$ cat src/acc_pkg.sv
// Package of register offsets, field positions and timing for the converter control block.
package acc_pkg;

   // ------------------------------
   // Register offsets (byte addresses on the plain register port).
   // ------------------------------
   localparam logic [8:0] ACC_CTL0_OFS   = 9'h1a0;
   localparam logic [8:0] ACC_CTL1_OFS   = 9'h1a2;
   localparam logic [8:0] ACC_VEC_OFS    = 9'h1a8;
   localparam logic [8:0] ACC_RES_BASE   = 9'h140;
   localparam logic [8:0] ACC_SLOT_BASE  = 9'h080;
   localparam logic [8:0] ACC_FLAG_OFS   = 9'h1a4;
   localparam logic [8:0] ACC_IEN_OFS    = 9'h1a6;

   // ------------------------------
   // Field positions in control word 0.
   // ------------------------------
   localparam int ACC_B_SOFT_START = 0;
   localparam int ACC_B_CONV_EN    = 1;
   localparam int ACC_B_TOV_IE     = 2;
   localparam int ACC_B_OV_IE      = 3;
   localparam int ACC_B_CORE_PWR   = 4;
   localparam int ACC_B_REF_PWR    = 5;
   localparam int ACC_B_REF_LVL    = 6;
   localparam int ACC_B_MULTI      = 7;
   localparam int ACC_B_SHT_LO     = 8;
   localparam int ACC_B_SHT_HI     = 12;

   // ------------------------------
   // Field positions in control word 1.
   // ------------------------------
   localparam int ACC_B_ACTIVE     = 0;
   localparam int ACC_B_MODE       = 1;
   localparam int ACC_B_CLKSEL     = 3;
   localparam int ACC_B_DIV        = 5;
   localparam int ACC_B_INV        = 8;
   localparam int ACC_B_PULSE      = 9;
   localparam int ACC_B_TRIG       = 10;
   localparam int ACC_B_FIRST      = 12;

   // Bits that stay writable while conversion is enabled.
   localparam logic [15:0] ACC_CTL0_FREE = 16'h000f;
   localparam logic [15:0] ACC_CTL1_FREE = 16'h0006;

   // ------------------------------
   // Reset values and timing.
   // ------------------------------
   localparam logic [15:0] ACC_CTL_RST   = 16'h0000;
   localparam int          ACC_CONV_CLKS = 13;
   localparam int          ACC_SAMPLE_MUL = 4;
   localparam logic [15:0] ACC_VEC_OV    = 16'h0002;
   localparam logic [15:0] ACC_VEC_TOV   = 16'h0004;
   localparam logic [15:0] ACC_VEC_FLAG0 = 16'h0006;

   // Converter states.
   typedef enum logic [1:0] {ACC_IDLE, ACC_SAMPLE, ACC_CONVERT} acc_state_t;

endpackage

$ cat src/acc_core.sv
// Converter control, sequencing, result slots and event vector logic.
//
// Chosen here: strobed register access.
`timescale 1ns/1ps
`default_nettype none

// Behaviour
// - Control bits clear; all but the free bits locked while enabled
// - Slot control writes ignored while enabled
// - Pulse mode: start edge converts, autoclears
// - Extended mode: sample while start high
// - Conversions start only while enable is set
// - Start during sample or conversion raises timing overflow
// - Unread result overwritten raises overflow
// - Core power off blocks conversion
// - Reference power and level outputs
// - Multi-conv chains conversions after trigger
// - Sample time four clocks times n
// - Low field slots 0-7, high 8-15
// - Active bit reflects sample, conversion or unfinished run
// - Mode field: single, sequence, repeats
// - Clock source select field
// - Divider value plus one, 13 clocks
// - Invert trigger; pulse selects sample timer
// - Trigger source select
// - First slot selects start pair
// - Sixteen slot controls paired with results
// - Flags and enables, flag 0 first
// - Vector word reports top pending event
module acc_core
   import acc_pkg::*;
(
   // Clock and reset.
   input  wire logic        clk_i,
   input  wire logic        rstn_i,
   // Register port.
   input  wire logic [8:0]  addr_i,
   input  wire logic [15:0] wdata_i,
   input  wire logic        wr_i,
   input  wire logic        rd_i,
   output logic      [15:0] rdata_o,
   // Clock sources and timer triggers (asynchronous pins).
   input  wire logic [3:0]  clk_src_i,
   input  wire logic [2:0]  timer_trig_i,
   // Analog core side.
   input  wire logic [11:0] sample_data_i,
   output logic             core_power_o,
   output logic             ref_power_o,
   output logic             ref_level_sel_o,
   output logic             sample_o,
   output logic      [7:0]  slot_control_o,
   output logic             irq_o
);

   // ------------------------------
   // Registers.
   // ------------------------------
   logic [15:0] ctl0_q;                 // Control word 0.
   logic [15:0] ctl1_q;                 // Control word 1 without active.
   logic [7:0]  slot_q [16];            // Slot control registers.
   logic [15:0] res_q  [16];            // Result slots.
   logic [15:0] flag_q;                 // Result flags.
   logic [15:0] ien_q;                  // Result enables.
   logic [15:0] unread_q;               // Result not yet read.
   logic        ov_q;                   // Overflow event.
   logic        tov_q;                  // Timing overflow event.
   acc_state_t  state_q;                // Converter state.
   logic [3:0]  slot_idx_q;             // Slot in use.
   logic [10:0] cnt_q;                  // Converter clock counter.
   logic        run_q;                  // A run is in progress.
   logic        trig_d1_q;              // Trigger pipeline.
   logic [3:0]  src_s1_q, src_s2_q, src_s3_q; // Clock source sync.
   logic [2:0]  tmr_s1_q, tmr_s2_q;     // Timer trigger sync.
   logic [2:0]  div_q;                  // Divider counter.
   logic        cclk_tick;              // One converter clock tick.

   // Named control fields.
   logic        soft_start, conv_enable, multi_conv, pulse_sample_mode;
   logic [1:0]  conv_mode, clock_source_sel, trigger_source_sel;
   logic [2:0]  clock_divider;
   logic        conv_active, trig, trig_rise, trig_fall;

   assign soft_start         = ctl0_q[ACC_B_SOFT_START];
   assign conv_enable        = ctl0_q[ACC_B_CONV_EN];
   assign multi_conv         = ctl0_q[ACC_B_MULTI];
   assign conv_mode          = ctl1_q[ACC_B_MODE +: 2];
   assign clock_source_sel   = ctl1_q[ACC_B_CLKSEL +: 2];
   assign clock_divider      = ctl1_q[ACC_B_DIV +: 3];
   assign pulse_sample_mode  = ctl1_q[ACC_B_PULSE];
   assign trigger_source_sel = ctl1_q[ACC_B_TRIG +: 2];
   assign conv_active        = (state_q != ACC_IDLE) || run_q;

   // ------------------------------
   // Synchronisers for pins from other domains.
   // ------------------------------
   // Source clocks are sampled, so they must run well below 100 MHz.
   always_ff @(posedge clk_i or negedge rstn_i) begin
      if (!rstn_i) begin
         src_s1_q <= 4'h0;
         src_s2_q <= 4'h0;
         src_s3_q <= 4'h0;
         tmr_s1_q <= 3'h0;
         tmr_s2_q <= 3'h0;
      end else begin
         src_s1_q <= clk_src_i;
         src_s2_q <= src_s1_q;
         src_s3_q <= src_s2_q;
         tmr_s1_q <= timer_trig_i;
         tmr_s2_q <= tmr_s1_q;
      end
   end

   // ------------------------------
   // Converter clock: rising edge of chosen source, divided.
   // ------------------------------
   logic src_edge;
   assign src_edge = src_s2_q[clock_source_sel] &
                     ~src_s3_q[clock_source_sel];

   // Counts source edges and emits one tick per value-plus-one edges.
   always_ff @(posedge clk_i or negedge rstn_i) begin
      if (!rstn_i) begin
         div_q <= 3'h0;
      end else if (src_edge) begin
         div_q <= (div_q >= clock_divider) ? 3'h0 : div_q + 3'h1;
      end
   end
   assign cclk_tick = src_edge && (div_q >= clock_divider);

   // ------------------------------
   // Trigger selection and edges.
   // ------------------------------
   always_comb begin
      unique case (trigger_source_sel)
         2'd0: trig = soft_start;
         2'd1: trig = tmr_s2_q[0];
         2'd2: trig = tmr_s2_q[1];
         2'd3: trig = tmr_s2_q[2];
      endcase
      trig = trig ^ ctl1_q[ACC_B_INV];
   end
   assign trig_rise = trig & ~trig_d1_q;
   assign trig_fall = ~trig & trig_d1_q;

   always_ff @(posedge clk_i or negedge rstn_i) begin
      if (!rstn_i) begin
         trig_d1_q <= 1'b0;
      end else begin
         trig_d1_q <= trig;
      end
   end

   // ------------------------------
   // Sample length in converter clocks.
   // ------------------------------
   function automatic logic [10:0] sample_clks(input logic [3:0] code);
      logic [8:0] n;
      unique case (code)
         4'd0:  n = 9'd1;
         4'd1:  n = 9'd2;
         4'd2:  n = 9'd4;
         4'd3:  n = 9'd8;
         4'd4:  n = 9'd16;
         4'd5:  n = 9'd24;
         4'd6:  n = 9'd32;
         4'd7:  n = 9'd48;
         4'd8:  n = 9'd64;
         4'd9:  n = 9'd96;
         4'd10: n = 9'd128;
         4'd11: n = 9'd192;
         default: n = 9'd256;
      endcase
      return 11'(n * ACC_SAMPLE_MUL);
   endfunction

   logic [3:0] sht_code;
   assign sht_code = slot_idx_q[3] ? ctl0_q[ACC_B_SHT_HI +: 4]
                                   : ctl0_q[ACC_B_SHT_LO +: 4];

   // ------------------------------
   // Conversion sequencer.
   // ------------------------------
   logic start_ok, conv_done, last_slot, chain, seq_mode;
   assign start_ok  = conv_enable && ctl0_q[ACC_B_CORE_PWR];
   assign conv_done = (state_q == ACC_CONVERT) && cclk_tick &&
                      (cnt_q == 11'(ACC_CONV_CLKS - 1));
   assign seq_mode  = conv_mode[0];
   assign last_slot = seq_mode ? slot_q[slot_idx_q][7] : 1'b1;
   assign chain     = multi_conv && pulse_sample_mode &&
                      (conv_mode != 2'd0);

   always_ff @(posedge clk_i or negedge rstn_i) begin
      if (!rstn_i) begin
         state_q    <= ACC_IDLE;
         cnt_q      <= 11'h000;
         slot_idx_q <= 4'h0;
         run_q      <= 1'b0;
      end else begin
         unique case (state_q)
            ACC_IDLE: begin
               if (run_q && chain && start_ok) begin
                  state_q <= ACC_SAMPLE;
                  cnt_q   <= 11'h000;
               end else if (trig_rise && start_ok) begin
                  state_q <= ACC_SAMPLE;
                  cnt_q   <= 11'h000;
                  run_q   <= 1'b1;
                  if (!run_q) begin
                     slot_idx_q <= ctl1_q[ACC_B_FIRST +: 4];
                  end
               end else if (!conv_enable) begin
                  run_q <= 1'b0;
               end
            end
            ACC_SAMPLE: begin
               if (pulse_sample_mode) begin
                  if (cclk_tick) begin
                     cnt_q <= cnt_q + 11'h001;
                  end
                  if (cclk_tick && cnt_q == sample_clks(sht_code) - 11'h001) begin
                     state_q <= ACC_CONVERT;
                     cnt_q   <= 11'h000;
                  end
               end else if (trig_fall) begin
                  state_q <= ACC_CONVERT;
                  cnt_q   <= 11'h000;
               end
            end
            ACC_CONVERT: begin
               if (cclk_tick) begin
                  cnt_q <= cnt_q + 11'h001;
               end
               if (conv_done) begin
                  state_q <= ACC_IDLE;
                  if (last_slot && !conv_mode[1]) begin
                     run_q <= 1'b0;
                  end
                  if (seq_mode) begin
                     slot_idx_q <= last_slot ? ctl1_q[ACC_B_FIRST +: 4]
                                             : slot_idx_q + 4'h1;
                  end
               end
            end
            default: state_q <= ACC_IDLE;
         endcase
      end
   end

   // ------------------------------
   // Register decode.
   // ------------------------------
   logic [15:0] vec_d;                  // Vector word value.
   logic [3:0]  vec_idx;                // Flag that the vector reports.
   logic        vec_rd;                 // Vector word read strobe.
   logic [15:0] pend;                   // Enabled pending flags.
   logic wr_ctl0, wr_ctl1, wr_flag, wr_ien, res_rd, slot_wr;
   logic [3:0] aidx;
   assign wr_ctl0 = wr_i && addr_i == ACC_CTL0_OFS;
   assign wr_ctl1 = wr_i && addr_i == ACC_CTL1_OFS;
   assign wr_flag = wr_i && addr_i == ACC_FLAG_OFS;
   assign wr_ien  = wr_i && addr_i == ACC_IEN_OFS;
   assign aidx    = addr_i[4:1];
   assign res_rd  = rd_i && addr_i[8:5] == ACC_RES_BASE[8:5] && !addr_i[0];
   assign slot_wr = wr_i && addr_i[8:4] == ACC_SLOT_BASE[8:4];

   // Control words; locked bits keep their value while enabled.
   always_ff @(posedge clk_i or negedge rstn_i) begin
      if (!rstn_i) begin
         ctl0_q <= ACC_CTL_RST;
         ctl1_q <= ACC_CTL_RST;
      end else begin
         if (wr_ctl0) begin
            ctl0_q <= conv_enable ? ((wdata_i & ACC_CTL0_FREE) |
                                     (ctl0_q & ~ACC_CTL0_FREE))
                                  : wdata_i;
         end else if (conv_done && pulse_sample_mode &&
                      (last_slot || !chain)) begin
            ctl0_q[ACC_B_SOFT_START] <= 1'b0;
         end
         if (wr_ctl1) begin
            ctl1_q <= (conv_enable ? ((wdata_i & ACC_CTL1_FREE) |
                                      (ctl1_q & ~ACC_CTL1_FREE))
                                   : wdata_i) & 16'hfffe;
         end
      end
   end

   // Slot control registers, writable only while disabled.
   always_ff @(posedge clk_i or negedge rstn_i) begin
      if (!rstn_i) begin
         for (int i = 0; i < 16; i++) slot_q[i] <= 8'h00;
      end else if (slot_wr && !conv_enable) begin
         slot_q[addr_i[3:0]] <= wdata_i[7:0];
      end
   end

   // Results, flags and overflow events; set wins over clear.
   always_ff @(posedge clk_i or negedge rstn_i) begin
      if (!rstn_i) begin
         for (int i = 0; i < 16; i++) res_q[i] <= 16'h0000;
         flag_q   <= 16'h0000;
         ien_q    <= 16'h0000;
         unread_q <= 16'h0000;
         ov_q     <= 1'b0;
         tov_q    <= 1'b0;
      end else begin
         if (wr_ien) ien_q <= wdata_i;
         if (wr_flag) flag_q <= wdata_i;
         if (res_rd) begin
            unread_q[aidx] <= 1'b0;
            flag_q[aidx]   <= 1'b0;
         end
         if (vec_rd && vec_d == ACC_VEC_OV) ov_q <= 1'b0;
         if (vec_rd && vec_d == ACC_VEC_TOV) tov_q <= 1'b0;
         if (vec_rd && vec_d >= ACC_VEC_FLAG0) begin
            flag_q[4'(vec_idx)] <= 1'b0;
         end
         if (conv_done) begin
            res_q[slot_idx_q]    <= {4'h0, sample_data_i};
            flag_q[slot_idx_q]   <= 1'b1;
            unread_q[slot_idx_q] <= 1'b1;
            if (unread_q[slot_idx_q]) ov_q <= 1'b1;
         end
         if (trig_rise && start_ok && state_q != ACC_IDLE) begin
            tov_q <= 1'b1;
         end
      end
   end

   // ------------------------------
   // Vector word: overflow, timing overflow, then flags 0..15.
   // ------------------------------
   assign vec_rd = rd_i && addr_i == ACC_VEC_OFS;
   assign pend   = flag_q & ien_q;
   always_comb begin
      vec_d   = 16'h0000;
      vec_idx = 4'h0;
      for (int i = 15; i >= 0; i--) begin
         if (pend[i]) begin
            vec_idx = 4'(i);
            vec_d   = ACC_VEC_FLAG0 + 16'(2 * i);
         end
      end
      if (tov_q && ctl0_q[ACC_B_TOV_IE]) vec_d = ACC_VEC_TOV;
      if (ov_q && ctl0_q[ACC_B_OV_IE]) vec_d = ACC_VEC_OV;
   end

   // ------------------------------
   // Read data, one cycle after the strobe.
   // ------------------------------
   always_ff @(posedge clk_i or negedge rstn_i) begin
      if (!rstn_i) begin
         rdata_o <= 16'h0000;
      end else if (rd_i) begin
         if (addr_i == ACC_CTL0_OFS)      rdata_o <= ctl0_q;
         else if (addr_i == ACC_CTL1_OFS) rdata_o <= ctl1_q | 16'(conv_active);
         else if (vec_rd)                 rdata_o <= vec_d;
         else if (addr_i == ACC_FLAG_OFS) rdata_o <= flag_q;
         else if (addr_i == ACC_IEN_OFS)  rdata_o <= ien_q;
         else if (res_rd)                 rdata_o <= res_q[aidx];
         else if (addr_i[8:4] == ACC_SLOT_BASE[8:4])
            rdata_o <= {8'h00, slot_q[addr_i[3:0]]};
         else rdata_o <= 16'h0000;
      end else begin
         rdata_o <= 16'h0000;
      end
   end

   // Outputs to the analog side.
   assign core_power_o    = ctl0_q[ACC_B_CORE_PWR];
   assign ref_power_o     = ctl0_q[ACC_B_REF_PWR];
   assign ref_level_sel_o = ctl0_q[ACC_B_REF_PWR] & ctl0_q[ACC_B_REF_LVL];
   assign sample_o        = (state_q == ACC_SAMPLE);
   assign slot_control_o  = slot_q[slot_idx_q];
   assign irq_o           = |vec_d;

endmodule // acc_core

`default_nettype wire

$ cat config.mk
export PLATFORM = sky130hd
export DESIGN_NAME = acc_core
export DESIGN_NICKNAME = d
export VERILOG_FILES = /design/src/acc_pkg.sv /design/src/acc_core.sv
export SDC_FILE = /design/constraint.sdc
export NUM_CORES = 1
export LEC_CHECK = 0
export ABC_AREA = 0
export BUFFER_PORTS_ARGS = -buffer_cell sky130_fd_sc_hd__buf_2
export CORE_MARGIN = 5
export CORE_UTILIZATION = 50
export DETAILED_ROUTE_END_ITERATION = 10
export HOLD_SLACK_MARGIN = 0.12
export PLACE_DENSITY = 0.69
export SKIP_LAST_GASP = 1
export SYNTH_ARGS = -nofsm -noshare
export SYNTH_HDL_FRONTEND = slang
export SYNTH_SLANG_ARGS = --single-unit
$ cat constraint.sdc
create_clock -name clk_i -period 5.13 [get_ports clk_i]
set_input_delay 1.026 -clock clk_i [delete_from_list [all_inputs] [get_ports clk_i]]
set_output_delay 1.026 -clock clk_i [all_outputs]
set_load 0.02 [all_outputs]
==> impl_metrics.yaml <==
cts:
  cts_buffers: 49
  cts_tree: "done"
  cts.sinks: 457
  clk_pin_slew_ns: 0.06
  htree_num_levels: 2
  clk_path_buf_depth: 3
  postCtsSetupRepairBufs: 0
  clk_latency_ns: 0.58
  cts.repair.resized: 0
  cts-hold-fix-buffers: 0
  clockRootBuffer: "clkbuf_16"
setup_path:
  cp-end-kind: "register"
  required_ns: 5.60
  start_kind: "register"
  crit_fanout: 15
  crit_type: "register to register"
  arrival_ns: 4.47
sta:
  rsz0062_at_grt: "no"
  hold_violations: 0
  min_period_ns: 4.00
  period_share: 0.779
  worst_pin_slew_ns: 1.06
  max_freq_mhz: 250
  slew_violations: 0
  finalSetupTns_ns: 0
  skew_ns: 0.0133
  setup_violations: 0
  slew_headroom: 0.289
  holdWs_ns: 0.349
route:
  vias: 15600
  drc_errors: 0
  initialDrtViolationCount: 1578
  first_pass_iters: 9
  vias_per_cell: 6.38
  finalWirelength_um: 62300
  wl_per_cell_um: 25.5
  drtAntennaViolNets: 0
global_route:
  grt_start_max_net_pins: 123
  grt_antenna_before_repair: 6
  grt_pass1_wl_um: 96500
  track_usage: 0.247
  grt_pass1_vias: 16000
  grt_overflow: 0
synthesis:
  ys_async_sr_fraction: 1.00
  synth_edf_count: 0
  seq_area_frac_synth: 0.497
  syn_inst: 1747
  synthFlopType: "dfrtp_1"
  yosysWarnings: 0
  syn_avg_cell_area_um2: 13.2
  syn_area_um2: 23000
  yosysUniqueCellTypes: 67
  synth-seq-cells: 457
  syn-num-nets: 1809
die:
  initial_core_util: 0.506
  ios: 77
  fp.dieW_um: 224
  dieArea_um2: 50400
  rows: 78
  die_h_um: 224
  core_um2: 45500
flow_run:
  cap_violations: 0
power:
  p_sw_w: 0.00243
  combPwrFrac: 0.147
  peakVddDrop_mv: 0.266
  power_density_nw_per_um2: 352
  p_seq_frac: 0.436
  clock_power_share: 0.417
  swShare: 0.269
  p_leak_nw: 11.3
  p_int_w: 0.00661
cells_and_area:
  layout_common_cells: "455 x dfrtp_1, 321 x mux2_2, 223 x nand2_1, 143 x mux4_2, 73 x buf_2"
  area_delta_synth_final_pct: 11.8
  nets: 1858
  drive_gt1_frac: 0.384
  layout_commonest_cell: "dfrtp_1"
placed_design:
  gp_congestion: 0.903
  hpwl_um: 39800
  port_buffers: 76
outcome:
  status: "finished, final reports clean"
hold_path:
  worstHoldPathType: "register to register"
==> logic make-up after synthesis <==
logic type,count (synthesis),share of synthesized area
flip-flops,457,0.497
AND/OR/NAND/NOR,424,0.0867
XOR/XNOR,16,0.00609
AO/OA/AOI/OAI,194,0.0539
adder cells (fa/ha/maj),14,0.00762
multiplexers,508,0.323
buffers and inverters,134,0.0249
==> synthesized netlist by cell type (20+ instances only) <==
cell | count | area share
a21oi_1 | 39 | 0.0085
a22oi_1 | 25 | 0.0082
buf_2 | 20 | 0.0044
clkbuf_1 | 70 | 0.011
dfrtp_1 | 457 | 0.50
mux2_2 | 321 | 0.16
mux2_4 | 32 | 0.021
mux4_2 | 143 | 0.14
nand2_1 | 223 | 0.036
nand3_1 | 34 | 0.0074
nor2_1 | 50 | 0.0082
nor3_1 | 25 | 0.0054
o21ai_0 | 58 | 0.013
==> sequential cells by signal (all words and copies together) (netlist names), 4 cells and up <==
signal / flops
res_q: 192
slot_q: 128
ctl0_q: 16
flag_q: 16
ien_q: 16
rdata_o: 16
unread_q: 16
ctl1_q: 15
cnt_q: 11
slot_idx_q: 4
src_s1_q: 4
src_s2_q: 4
src_s3_q: 4
==> stage by stage <==
step / total power [W] / utilization / area (um2) / instances / setup slack [ns]
finish: 0.00904 / 0.565 / 25700 / 2440 / 1.13
global route: 0.00938 / 0.565 / 25700 / 2438 / 0.861
CTS: 0.00909 / 0.565 / 25700 / 2437 / 1.13
detailed placement: 0.00531 / 0.527 / 24000 / 2345 / 1.24
global placement: 0.00527 / 0.527 / 24000 / 2345 / 1.21
floorplan: 0.00485 / - / 23000 / 1747 / 1.72
==> area by class of cell <==
type,instances,area (um2)
fillers,3644,19800
well taps,600,751
inverters,19,71.3
clock inverters,14,206
clock buffers,78,1540
multi-input cells,1156,11000
flip-flops and latches,457,11400
repair buffers,113,711
diodes,3,7.51
==> final timing paths <==
path,start,to,slack [ns],cells past startpoint
setup / recovery,slot_idx_q[3],cnt_q[4],1.13,12
hold / removal,src_s1_q[3],src_s2_q[3],0.35,0
setup reg to reg,slot_idx_q[3],cnt_q[4],1.13,12
hold reg to reg,src_s1_q[3],src_s2_q[3],0.35,0
max in group asynchronous,rstn_i,slot_q[0],3.44,2
min in group asynchronous,rstn_i,cnt_q[10],0.45,1
==> worst max-delay path, cell delays in order, from the launching register on <==
cell and delay [ns]:
dfrtp_1 0.67, mux2i_1 0.87, nand4_1 0.20, ha_1 0.35, inv_1 0.31, a31oi_1 0.07
a31oi_1 0.25, xor2_1 0.10, a311oi_1 0.25, nand4_1 0.26, o31ai_1 0.25, buf_4 0.22
nor2_1 0.07
==> routing by layer <==
| layer | up-vias | routed length (um) | global-route usage |
|---|---|---|---|
| met5 | - | 11 | 0 |
| met4 | 2 | 1990 | 0.0821 |
| met3 | 127 | 5000 | 0.0569 |
| met2 | 678 | 28800 | 0.377 |
| met1 | 8152 | 26600 | 0.354 |
| li1 | 6620 | - | - |
==> power by group through the flow <==
stage / logic [W] / registers [W] / clock network (W)
detailed placement: 0.00131 / 0.00400 / 0
global placement: 0.00128 / 0.00399 / 0
global route: 0.00142 / 0.00396 / 0.00399
finish: 0.00133 / 0.00394 / 0.00377
CTS: 0.00132 / 0.00393 / 0.00384
floorplan: 0.000961 / 0.00388 / 0
Note: power is estimated with default switching activity, not from simulation.
